## src/verilog/dic_pkg.sv

```systemverilog
// Package for the debug ID code protection gate
package dic_pkg;

  // Register map (byte addresses, one word per register)
  localparam logic [7:0] DIC_ADR_ID0   = 8'h00;
  localparam logic [7:0] DIC_ADR_ID1   = 8'h04;
  localparam logic [7:0] DIC_ADR_ID2   = 8'h08;
  localparam logic [7:0] DIC_ADR_ID3   = 8'h0C;
  localparam logic [7:0] DIC_ADR_CTRL  = 8'h10;
  localparam logic [7:0] DIC_ADR_STAT  = 8'h14;

  // Stored code and patterns
  localparam logic [127:0] DIC_ID_RESET  = 128'hFFFF_FFFF_FFFF_FFFF_FFFF_FFFF_FFFF_FFFF;
  localparam logic [127:0] DIC_ERASE_PAT = 128'h414C_6552_4153_45FF_FFFF_FFFF_FFFF_FFFF;
  localparam int           DIC_MODE_HI   = 127;
  localparam int           DIC_MODE_LO   = 126;

  // Control register field positions
  localparam int DIC_CTRL_LOAD = 0;
  localparam int DIC_CTRL_CLR  = 1;

  // Connection evaluation states
  typedef enum logic [2:0]
  {
    DIC_ST_IDLE,
    DIC_ST_EVAL,
    DIC_ST_GRANT,
    DIC_ST_WAIT,
    DIC_ST_DENY
  } dic_state_t;

  // Connection request from the tool side
  typedef struct packed
  {
    logic         req;
    logic         from_dbg;
    logic [127:0] code;
  } dic_conn_t;

  // Whole module state
  typedef struct packed
  {
    logic [127:0] id;
    logic [127:0] stage;
    logic [127:0] code;
    logic         from_dbg;
    dic_state_t   st;
    logic         granted;
    logic         wait_st;
    logic         erase;
    logic [31:0]  rdat;
    logic         ack;
  } dic_regs_t;

endpackage

```

## src/verilog/dic_gate.sv

```systemverilog
// Debug ID code protection gate with Wishbone register access
// Behaviour
// A 128-bit stored ID code authenticates every debugger or programmer before access.
// The connecting tool supplies an ID value that decides acceptance.
// Serial and USB boot programming connections are checked exactly like the debugger. The code honours the locked-mode erase pattern from the debugger only.
// An all-0xFF stored code disables protection and always grants the connection.
// With bits 127 and 126 set and not all 0xFF, a matching code grants the connection.
// With bit 127 set and a mismatching code, the gate enters the protection wait state.
// In mode 11 the erase pattern erases user flash and sets the stored code to all ones.
// Flash erase is suppressed when the permanent-lock bit is zero or the security MPU is on.
// With bit 127 set and bit 126 clear, only a matching code grants the connection.
// With bit 127 clear, every code mismatches and all connections are refused.
// With bit 127 clear, the erase pattern from the debugger still erases and resets the code.
// Locked mode without erase leaves the device unreachable for debug and programming.
// Three settings exist: ID ignored, checked with all-erase, checked without all-erase. The code adds a fourth, locked, when bit 127 is clear.
// Mode bits and the all-0xFF test are evaluated at connection time before any grant.
`timescale 1ns/1ps
module dic_gate
  import dic_pkg::*;
(
  // Clock and reset
  input  wire logic         i_sys_clk,
  input  wire logic         i_rst_n,
  // Wishbone slave
  input  wire logic         i_wb_cyc,
  input  wire logic         i_wb_stb,
  input  wire logic         i_wb_we,
  input  wire logic [7:0]   i_wb_adr,
  input  wire logic [3:0]   i_wb_sel,
  input  wire logic [31:0]  i_wb_dat,
  output logic      [31:0]  o_wb_dat,
  output logic              o_wb_ack,
  // Connection attempt from tool logic (same clock)
  input  wire dic_conn_t    i_conn,
  // Flash protection status
  input  wire logic         i_access_window_permanent_lock,
  input  wire logic         i_sec_mpu_enable,
  // Results
  output logic              o_access_granted,
  output logic              o_id_wait,
  output logic              o_flash_erase
);

  dic_regs_t q;
  dic_regs_t d;

  // Bus hit and decode nets

  logic         wb_hit;
  logic         all_ff;
  logic         code_match;
  logic         erase_hit;
  logic         erase_ok;
  logic [31:0]  wmask;

  // Ack high blocks a second hit on the same request
  assign wb_hit     = i_wb_cyc && i_wb_stb && !q.ack;
  assign all_ff     = (q.id == DIC_ID_RESET);
  assign code_match = (q.code == q.id);
  assign erase_hit  = (q.code == DIC_ERASE_PAT);
  assign erase_ok   = i_access_window_permanent_lock && !i_sec_mpu_enable;

  // Byte-lane mask from sel
  always_comb
  begin
    for (int b = 0; b < 4; b++)
    begin
      wmask[b*8 +: 8] = {8{i_wb_sel[b]}};
    end
  end

  // Next-state logic
  always_comb
  begin
    // Ack follows a hit; erase and read data are one-cycle pulses
    d       = q;
    d.ack   = wb_hit;
    d.erase = 1'b0;
    d.rdat  = 32'h0000_0000;
    // Register reads return stored code and status
    if (wb_hit && !i_wb_we)
    begin
      case (i_wb_adr)
        DIC_ADR_ID0:  d.rdat = q.id[31:0];
        DIC_ADR_ID1:  d.rdat = q.id[63:32];
        DIC_ADR_ID2:  d.rdat = q.id[95:64];
        DIC_ADR_ID3:  d.rdat = q.id[127:96];
        DIC_ADR_STAT: d.rdat = {29'h0000_0000, q.wait_st, q.granted, all_ff};
        default:      d.rdat = 32'h0000_0000;
      endcase
    end
    // Writes fill the staging image; a load copies it to the stored code
    if (wb_hit && i_wb_we)
    begin
      case (i_wb_adr)
        DIC_ADR_ID0:
          d.stage[31:0]   = (q.stage[31:0] & ~wmask) | (i_wb_dat & wmask);
        DIC_ADR_ID1:
          d.stage[63:32]  = (q.stage[63:32] & ~wmask) | (i_wb_dat & wmask);
        DIC_ADR_ID2:
          d.stage[95:64]  = (q.stage[95:64] & ~wmask) | (i_wb_dat & wmask);
        DIC_ADR_ID3:
          d.stage[127:96] = (q.stage[127:96] & ~wmask) | (i_wb_dat & wmask);
        DIC_ADR_CTRL:
        begin
          if (i_wb_sel[0] && i_wb_dat[DIC_CTRL_LOAD])
          begin
            d.id = q.stage;
          end
          if (i_wb_sel[0] && i_wb_dat[DIC_CTRL_CLR])
          begin
            d.granted = 1'b0;
            d.wait_st = 1'b0;
          end
        end
        default:
        begin
        end
      endcase
    end
    // Connection evaluation
    case (q.st)
      DIC_ST_IDLE:
      begin
        if (i_conn.req)
        begin
          d.st       = DIC_ST_EVAL;
          d.granted  = 1'b0;
          d.wait_st  = 1'b0;
          // Capture at request so evaluation sees a stable code
          d.code     = i_conn.code;
          d.from_dbg = i_conn.from_dbg;
        end
      end
      DIC_ST_EVAL:
      begin
        // Decide only from the code held now, never a stale grant
        if (all_ff)
        begin
          d.st      = DIC_ST_GRANT;
          d.granted = 1'b1;
        end
        else if (q.id[DIC_MODE_HI])
        begin
          if (code_match)
          begin
            d.st      = DIC_ST_GRANT;
            d.granted = 1'b1;
          end
          else
          begin
            d.st      = DIC_ST_WAIT;
            d.wait_st = 1'b1;
            // Code resets even when the flash erase itself is blocked
            if (q.id[DIC_MODE_LO] && erase_hit)
            begin
              d.id    = DIC_ID_RESET;
              d.erase = erase_ok;
            end
          end
        end
        else
        begin
          // Refused outright: no wait state, only a debugger erase escape
          d.st = DIC_ST_DENY;
          if (erase_hit && q.from_dbg)
          begin
            d.id    = DIC_ID_RESET;
            d.erase = erase_ok;
          end
        end
      end
      // Outcome stands until the tool drops its request
      DIC_ST_GRANT, DIC_ST_WAIT, DIC_ST_DENY:
      begin
        if (!i_conn.req)
        begin
          d.st = DIC_ST_IDLE;
        end
      end
      default:
      begin
        d.st = DIC_ST_IDLE;
      end
    endcase
  end

  // State registers
  always_ff @(posedge i_sys_clk or negedge i_rst_n)
  begin
    if (!i_rst_n)
    begin
      q.id      <= DIC_ID_RESET;
      q.st      <= DIC_ST_IDLE;
      q.granted <= 1'b0;
      q.wait_st <= 1'b0;
      q.erase   <= 1'b0;
      q.rdat    <= 32'h0000_0000;
      q.ack     <= 1'b0;
      q.stage    <= DIC_ID_RESET;
      q.code     <= 128'h0;
      q.from_dbg <= 1'b0;
    end
    else
    begin
      q <= d;
    end
  end

  // Outputs straight from flops
  assign o_wb_dat         = q.rdat;
  assign o_wb_ack         = q.ack;
  assign o_access_granted = q.granted;
  assign o_id_wait        = q.wait_st;
  assign o_flash_erase    = q.erase;

  // Grant checks, one cycle after the request or after evaluation
  a_grant_all_ff: assert property (@(posedge i_sys_clk) disable iff (!i_rst_n)
    (q.st == DIC_ST_EVAL && all_ff)
      |=> o_access_granted)
    else $error("all-ones code did not grant");

  a_grant_match: assert property (@(posedge i_sys_clk) disable iff (!i_rst_n)
    (q.st == DIC_ST_EVAL && q.id[127] && code_match)
      |=> o_access_granted)
    else $error("matching code did not grant");

  a_mode10_match: assert property (@(posedge i_sys_clk) disable iff (!i_rst_n)
    (q.st == DIC_ST_EVAL && q.id[127:126] == 2'b10)
      |=> (o_access_granted == $past(code_match)))
    else $error("checked mode grant differs from match");

  a_eval_first: assert property (@(posedge i_sys_clk) disable iff (!i_rst_n)
    (q.st == DIC_ST_IDLE && i_conn.req)
      |=> (q.st == DIC_ST_EVAL && !o_access_granted && !o_id_wait))
    else $error("access changed before evaluation");

  // Refusal checks; a stale grant must never leak into a refusal
  a_wait_mismatch: assert property (@(posedge i_sys_clk) disable iff (!i_rst_n)
    (q.st == DIC_ST_EVAL && q.id[127] && !code_match && !all_ff)
      |=> (o_id_wait && !o_access_granted))
    else $error("mismatch did not enter wait");

  a_one_outcome: assert property (@(posedge i_sys_clk) disable iff (!i_rst_n)
    o_access_granted
      |-> !o_id_wait)
    else $error("grant and wait both set");

  a_lock_deny: assert property (@(posedge i_sys_clk) disable iff (!i_rst_n)
    (q.st == DIC_ST_EVAL && !q.id[127])
      |=> !o_access_granted [*2])
    else $error("locked mode granted access");

  a_deny_nowait: assert property (@(posedge i_sys_clk) disable iff (!i_rst_n)
    (q.st == DIC_ST_EVAL && !q.id[127])
      |=> (q.st == DIC_ST_DENY && !o_id_wait))
    else $error("locked mode entered wait");

  // Erase checks; the code reset stands even when flash erase is blocked
  a_erase_reset: assert property (@(posedge i_sys_clk) disable iff (!i_rst_n)
    (q.st == DIC_ST_EVAL && q.id[127:126] == 2'b11 && erase_hit && !all_ff)
      |=> (q.id == DIC_ID_RESET))
    else $error("erase pattern did not reset code");

  a_erase_allowed: assert property (@(posedge i_sys_clk) disable iff (!i_rst_n)
    (q.st == DIC_ST_EVAL && q.id[127:126] == 2'b11 && erase_hit && !all_ff && erase_ok)
      |=> o_flash_erase)
    else $error("permitted erase did not pulse");

  a_erase_block: assert property (@(posedge i_sys_clk) disable iff (!i_rst_n)
    o_flash_erase
      |-> ($past(i_access_window_permanent_lock) && !$past(i_sec_mpu_enable)))
    else $error("erase not suppressed by lock or MPU");

  a_erase_pulse: assert property (@(posedge i_sys_clk) disable iff (!i_rst_n)
    o_flash_erase
      |=> !o_flash_erase)
    else $error("erase request held two cycles");

  a_erase_dbg_reset: assert property (@(posedge i_sys_clk) disable iff (!i_rst_n)
    (q.st == DIC_ST_EVAL && !q.id[127] && erase_hit && q.from_dbg)
      |=> (q.id == DIC_ID_RESET))
    else $error("debugger erase did not reset code");

  a_erase_dbg_only: assert property (@(posedge i_sys_clk) disable iff (!i_rst_n)
    (q.st == DIC_ST_EVAL && !q.id[127] && !q.from_dbg)
      |=> !o_flash_erase)
    else $error("programmer erased in locked mode");

  a_noerase_mode: assert property (@(posedge i_sys_clk) disable iff (!i_rst_n)
    (q.st == DIC_ST_EVAL && q.id[127:126] == 2'b10)
      |=> !o_flash_erase)
    else $error("erase in no-erase mode");

  // Bus checks
  a_wb_ack_once: assert property (@(posedge i_sys_clk) disable iff (!i_rst_n)
    o_wb_ack
      |=> !o_wb_ack)
    else $error("ack held two cycles");

  a_rdat_quiet: assert property (@(posedge i_sys_clk) disable iff (!i_rst_n)
    !o_wb_ack
      |-> (o_wb_dat == 32'h0000_0000))
    else $error("read data outside ack");

endmodule

```

## config.mk

```make
export PLATFORM = sky130hd
export DESIGN_NAME = dic_gate
export DESIGN_NICKNAME = d
export VERILOG_FILES = /design/src/verilog/dic_pkg.sv /design/src/verilog/dic_gate.sv
export SDC_FILE = /design/constraint.sdc
export NUM_CORES = 1
export LEC_CHECK = 0
export ABC_AREA = 1
export BUFFER_PORTS_ARGS = -buffer_cell sky130_fd_sc_hd__buf_2
export CAP_MARGIN = 20
export CORE_UTILIZATION = 50
export DETAILED_ROUTE_END_ITERATION = 16
export PLACE_DENSITY = 0.7
export SKIP_LAST_GASP = 1
export SLEW_MARGIN = 20
export SYNTH_ARGS = -nofsm -noshare
export SYNTH_HDL_FRONTEND = slang
export SYNTH_SLANG_ARGS = --single-unit
```

## constraint.sdc

```tcl
create_clock -name i_sys_clk -period 2.15 [get_ports i_sys_clk]
set_input_delay 0.1075 -clock i_sys_clk [delete_from_list [all_inputs] [get_ports i_sys_clk]]
set_output_delay 0.1075 -clock i_sys_clk [all_outputs]
set_load 0.03 [all_outputs]
```

After elaboration in Yosys (flattened, before gate mapping)
Cells that the tools add are included.
{ "classes": {"eq_ne": 14, "n_mux": 33, "bitwise": 10, "reduce_logical": 21} }
{ "ops": {"columns": ["op", "count"], "rows": [
  ["$mux 128", 8],
  ["$mux 256", 1],
  ["$and 32x32->32", 5],
  ["$mux 32", 5],
  ["$pmux 32 s5", 1],
  ["$eq 128x127->1 const B", 1],
  ["$eq 128x128->1", 1],
  ["$eq 128x128->1 const B", 1],
  ["$or 32x32->32", 4],
  ["$not 32->32", 1],
  ["$eq 8x4->1 const B", 2],
  ["$eq 8x5->1 const B", 2],
  ["$mux 2", 6],
  ["$reduce_and 2->1", 6],
  ["$logic_and 1x1->1", 9],
  ["$pmux 3 s3", 1],
  ["$eq 8x3->1 const B", 1],
  ["$logic_not 8->1", 1],
  ["$eq 3x2->1 const B", 2],
  ["$mux 1", 6],
  ["$mux 3", 2],
  ["$mux 5", 1],
  ["$mux 4", 1],
  ["$ne 2x2->1 const B", 2],
  ["other kinds (6)", 8]
]} }
{ "word_totals": {"reg_bits": 424, "in_bits": 181, "elab_cells": 91} }

Longest topological paths before layout
Gate-level depths: netlist (run 1).
{ "logic_depth": {"ltp_word": 10, "depth_mapped": 14} }

Worst setup path after synthesis (run 1)
Ideal clock, no wire load.
{ "synth_path": {"path_type": "flip-flop to flip-flop", "startpoint": "reg q, in the netlist o_wb_ack", "endpoint": "reg q[304] (netlist name)", "setup_ps": 94, "arrival_ps": 1699, "path_slack_ps": 357, "path_stages_with_launch": 9, "path_buffers": 2, "period_less_slack_ps": 1793, "path_cell_list": "dfrtp_1 nor3_2 nand2_1 inv_1 nand4_2 buf_2 clkbuf_1 o21ai_0 nand3_1"} }
{ "synth_lines": {"columns": ["item", "line", "source"], "rows": [
  ["start: declaration", "dic_gate.sv:44", "dic_regs_t q;"]
]} }

==> results of run 1 <==
==> kinds of logic (layout without fill, tap and decap cells) <==
family	Yosys count	count (layout)	synth area share (%)
AOI/OAI and AO/OA	351	351	9.42
muxes	93	93	5.19
xor gates and xnor gates	102	102	4.43
buffers and inverters	358	869	7.58
other	0	2	0
DFF	424	424	54.2
and+or+nand+nor	926	926	19.2
==> final timing paths <==
check	start	endpoint	slack, ps	cells after the start
worst max register to register	q[353]	q[380]	-40	13
worst min register to register	register	register	470	2
worst max-delay path	q[353]	q[380]	-40	13
worst min-delay path	i_wb_sel[2]	register	30	4
min in group asynchronous	i_rst_n	q[63]	120	2
max in group asynchronous	i_rst_n	q[400]	1160	3
==> worst min-delay path, cell delays in order <==
cell	delay, ps
buf_2	140
nand2_1	70
buf_4	180
o21ai_0	90
==> layer usage <==
metal | track usage, % | up-vias
li1 | - | 8246
met1 | 43.3 | 8557
met2 | 48.7 | 806
met3 | 5.84 | 146
met4 | 12.5 | 2
met5 | 0 | -
==> area by class of cell <==
cell class,instances,area [µm²]
fill,3124,13200
clock buffer,75,1410
timing repair buffer,561,4540
inverter,224,841
sequential,424,10900
clock inverter,9,126
antenna,2,5.00
multi-input combinational,1472,8000
tap,525,657
==> metrics by stage <==
stage	TNS, ps	total power, W	cell area [µm²]	instances	hold WS [ps]
after detailed placement	-20260	0.0159	22700	3011	160
after global placement	-11740	0.0157	22700	3011	154
after CTS	-400	0.0243	26100	3271	1.85
after global routing	-8100	0.0257	26500	3291	39.3
after floorplan	0	0.0137	20200	2254	-188
final	-440	0.0246	26500	3292	27.5
==> power by group through the flow <==
stage          Combinational (W)  Sequential, W  Clock (W)
2_1_floorplan            0.00340         0.0103          0
3_3_place_gp             0.00506         0.0106          0
3_5_place_dp             0.00524         0.0107          0
4_1_cts                  0.00552         0.0106    0.00815
5_1_grt                  0.00646         0.0108    0.00849
6_report                 0.00590         0.0106    0.00806
==> cells in the final DEF (no fill, tap or decap), drive strengths merged, types with 40 or more instances in the layout <==
cell / Yosys / final
nand2: 571 / 571
buf: 83 / 392
o21ai: 259 / 259
dfstp: 256 / 256
inv: 222 / 223
dfrtp: 168 / 168
dlygate4sd3: 0 / 165
nor2: 139 / 139
nand3: 133 / 133
xnor2: 102 / 102
mux2: 93 / 93
clkbuf: 51 / 78
nor3: 48 / 48
a21oi: 40 / 40
==> repair_timing <==
action,CTS,global route
endpoints found under the hold margin,304,0
setup buffers,7,16
hold buffers,165,0
pin swaps,2,32
gates cloned,4,3
endpoints found under the setup margin,129,132
resized for setup,17,66
==> run metrics, run 1 <==
syn nets=between 2k and 2.5k; gpl congestion=0.966; syn_area_per_cell=8.95 µm²; top area cells in the synthesized netlist=dfstp_2, dfrtp_1, nand2_1; Crit Path Class=register to register; vias after detailed routing=approximately 18k; overall global routing resource usage=31.3%; critical path's top delay family=simple AND/OR/NAND/NOR gates; IO buf count=216; EDFF count, synth=0; share of the synthesized area in the top cell type=33.3%; CP required=about 2600 ps; Synth Cell Area=20,200 µm²; I/O pins=approximately 220; Worst slew margin=55.0%; ANT nets after route=0; Rows=73; failing checks=negative setup slack; H-tree depth=2; antenna violations before repair=2; CTS tree=done; drt total wl=64,500 µm; min Tclk post-route=2190 ps; Worst path max stage delay=about 620 ps; clk root buf=clkbuf_16; Max Fclk=457 MHz; die height=203 µm; Sw Ratio=29.6%; post-synthesis async set-or-reset flop share=100%; total global routing overflow=0; run status=finished with violations; total CTS buffers=46; Mapped Cells=around 2.3k; Critical Path AT=2680 ps; final hold vios=0; DR WL/cell=19.6 µm; Yosys top cell by area=dfstp_2; PD cells=928 nW/µm²; setup ws final=-36.5 ps; Pins Over Slew Limit=0; Yosys cell types=38; logic gate share of total power=24.0%; DR DRC count=0; share of cells above drive strength 1=32.9%; Int Pwr=0.0173 W; worst-margin pin slew=675 ps; first-pass GRT wire length=around 98,000 µm; die width=around 200 µm; routed length on met1=approximately 27,000 µm; Startpoint Class=register; fin nets=2,910; vias per cell=5.39; drt pass-1 iters=6; Worst Hold Class=input port to register; Synth Flop Type=dfstp_2; area delta synth->final=31.4%; CTS sink cnt=424; Crit. End Element=register; Setup-failing EPs final=34; sequential-to-total area share from yosys stat=a little over half; post-layout util=66.7%; routed length on met2=~30,000 µm; max-cap viol count=0; clock network power share=roughly a third; Max VDD drop=0.675 mV; worst skew pair latency=580 ps; met3 routed WL=5300 µm; Core ar.=~40,000 µm²; clock skew=between 10 and 15 ps; pre-CTS setup slack=-186 ps; clock transition at the registers of the reported paths=60 ps; P_leak=12.5 nW; Synth Register Bits=approximately 420; Reg power frac=43.3%; starting density of the core=50.8%; Critical Path Most Common Cell=nand2_1; WP buf/inv=2; cell-by-cell trace of the critical path=nand2_1 -> nand2_1 -> nand2_1 -> nor2_1 -> nand2_2 -> nor2_2 -> nand2_1 -> nor2_2 -> nand2_2 -> nand3_4 -> buf_12 -> clkbuf_16 -> nand3_1; top cells by count, synth=nand2_1, dfstp_2, inv_1; Synth Warn #=0; Top Layer Used=met5; top-count cell post-synth=nand2_1; slowest cell on the critical path=dfstp_2; deepest clock path buffer count=3; P_sw=0.00728 W; crit path max fanout=10; RSZ-0062 raised after global routing=true; Final HPWL DP=around 44,000 µm; Tcrit/Tclk final=102%; DIE AREA=between 40,000 and 50,000 µm²; vias in the first global route=approximately 17k; starting DRC count in detailed routing=roughly 1.9k; largest net degree at the start of global routing=74
Note: power is estimated with default switching activity, not from simulation.
==> run 2: changes to the inputs <==
--- a/config.mk
+++ b/config.mk
@@ -5,7 +5,6 @@
 export SDC_FILE = /design/constraint.sdc
 export NUM_CORES = 1
 export LEC_CHECK = 0
-export ABC_AREA = 1
 export BUFFER_PORTS_ARGS = -buffer_cell sky130_fd_sc_hd__buf_2
 export CAP_MARGIN = 20
 export CORE_UTILIZATION = 50
==> run metrics, run 2 <==
run status=finished with violations; failing checks=negative setup slack; Critical Path Most Common Cell=buf_4; RSZ-0062 raised after global routing=true; post-layout util=between 60% and 70%; first-pass GRT wire length=113,000 µm; drt pass-1 iters=5; Hold Crit Endpoint=o_wb_dat[8]; I/O pins=about 220; Synth Warn #=0; Worst slew margin=49.8%; gpl congestion=0.991; Max VDD drop=0.676 mV; DIE AREA=40,500 µm²; min Tclk post-route=2790 ps; Power Total=0.0266 W; Min Hold Slack=79.1 ps; cell-by-cell trace of the critical path=nor4bb_1 -> buf_4 -> nand4_1 -> or4_4 -> nor4_4 -> buf_4 -> nand4b_1 -> buf_4 -> buf_16 -> nand4_1; Synth Flop Type=dfstp_2; Yosys top cell by area=dfstp_2; deepest clock path buffer count=3; vias after detailed routing=~17k; clock transition at the registers of the reported paths=60 ps; H-tree depth=2; final hold vios=0; Finished Layout Cells=2,890; Pins Over Slew Limit=0; setup slack, reg-to-reg=-640 ps; top-count cell post-synth=nand2_1; share of the synthesized area in the top cell type=33.9%; sequential-to-total area share from yosys stat=~55%; worst-margin pin slew=between 700 and 800 ps; DR DRC count=0; EDFF count, synth=0; Final HPWL DP=53,600 µm; share of cells above drive strength 1=49.2%; critical path's top delay family=simple AND/OR/NAND/NOR gates; vias in the first global route=17.5k; WP buf/inv=4; fin nets=2,516; IO buf count=216; post-synthesis async set-or-reset flop share=100%; worst skew pair latency=590 ps; Critical Path AT=3300 ps; area delta synth->final=36.8%; ANT nets after route=0; slowest cell on the critical path=or4_4; Synth Cell Area=19,900 µm²; setup ws final=-640 ps; Worst Hold Class=input port to register; commonest cells after routing, fill and taps aside=nand2_1, buf_4, mux2_2, dfstp_2, buf_2; Rows=72; Worst R2R Path Depth=10; worst hold start=i_wb_we; Synth Register Bits=424; Tcrit/Tclk final=130%; top cells by count, synth=nand2_1, mux2_2, dfstp_2; RR Startpoint=q[125]; Max Fclk=358 MHz; clock skew=19.8 ps; max-cap viol count=0; syn_area_per_cell=11.6 µm²; P_leak=12.2 nW; Reg2Reg Capture Point=q[376]; Setup-failing EPs final=132; crit path max fanout=32; CTS sink cnt=424; total global routing overflow=0; CP required=~2700 ps; Crit. End Element=register; pre-CTS setup slack=-441 ps; placed insts=2,629; overall global routing resource usage=a little under two fifths; Min-Delay Path Depth=5; DR WL/cell=around 26 µm; Yosys cell types=46; vias per cell=5.95; syn nets=1,894; commonest non-fill, non-tap cell in the layout=nand2_1; Core ar.=38,900 µm²; antenna violations before repair=3; Startpoint Class=register; largest net degree at the start of global routing=78; die width=201 µm; PD cells=978 nW/µm²; clk root buf=clkbuf_16; starting DRC count in detailed routing=roughly 2.1k; die height=between 200 and 250 µm; Worst path max stage delay=570 ps; Worst path depth=10; starting density of the core=51.0%; Crit Path Class=register to register; Mapped Cells=1,713; drt total wl=76,100 µm; CTS tree=done; top area cells in the synthesized netlist=dfstp_2, dfrtp_1, mux2_2; total CTS buffers=45
==> run 2: cell count changes after synthesis, moves of 65 or more <==
| cell | previous run | this run |
|---|---|---|
| xor2_1 | 0 | 128 |
| nor2_1 | 132 | 36 |
| nand2_1 | 569 | 303 |
| inv_1 | 217 | 1 |
| o21ai_1 | 66 | 1 |
| o21ai_0 | 193 | 31 |
| xnor2_1 | 102 | 1 |
| mux2_2 | 93 | 259 |
| nand3_1 | 133 | 8 |
| nand4_1 | 27 | 205 |
==> run 2: layout make-up <==
cell class                      instances  area (µm²)
Sequential cell                       424       10900
Fill cell                            2719       11700
Inverter                                1        3.75
Clock buffer                           68        1320
Multi-Input combinational cell       1156        8480
Timing Repair Buffer                  707        5640
Clock inverter                         13         145
Tap cell                              518         648
Antenna cell                            3        7.51
==> run 2: worst max path at each step <==
stage                     startpoint       endpoint
after floorplan               q[132]  o_flash_erase
after global placement        q[113]         q[422]
after detailed placement      q[113]         q[422]
after CTS                     q[125]         q[341]
after global routing          q[125]         q[371]
final                         q[125]         q[376]
==> run 2: cell families (layout without fill, tap and decap cells) <==
family	after synthesis	count (layout)	share of synthesized area [%]
and+or+nand+nor	664	664	17.1
DFF	424	424	55.0
muxes	289	289	16.2
buffers and inverters	133	789	3.53
xor gates and xnor gates	129	129	5.69
AOI/OAI and AO/OA	74	74	2.40
other	0	3	0
==> run 2: what timing repair did <==
item / in CTS / in global routing
endpoints found under the setup margin: 132 / 133
resized for setup: 27 / 14
pin swaps: 11 / 6
setup buffers: 7 / 1
hold buffers: 167 / 0
gates cloned: 3 / 0
hold endpoints to repair: 328 / 0
==> run 2: stage by stage <==
| stage | area, µm² | setup TNS (ps) |
|---|---|---|
| 2_1_floorplan | 19900 | -8160 |
| 3_3_place_gp | 23700 | -45930 |
| 3_5_place_dp | 23700 | -53630 |
| 4_1_cts | 27100 | -44310 |
| 5_1_grt | 27200 | -80660 |
| 6_report | 27200 | -78130 |
==> run 2: worst register-to-register path: stages (launching register included) <==
cell      delay [ps]
dfrtp_1          400
nor4bb_1         430
buf_4            200
nand4_1          140
or4_4            570
nor4_4           150
buf_4            170
nand4b_1         140
buf_4            210
buf_16           190
nand4_1          130
==> run 2: per-layer routing <==
layer	routed length, µm	vias up	global-route usage, %
met5	0	-	0
met4	3740	0	17.7
met3	6950	182	7.40
met2	34200	976	56.6
met1	31200	8653	52.3
li1	-	7376	-
==> run 2: report_power, final <==
part	total [W]	switching, W	internal (W)
clock network	0.00781	0.00330	0.00451
registers	0.0109	0.00157	0.00936
logic	0.00782	0.00364	0.00418
total	0.0266	0.00851	0.0181
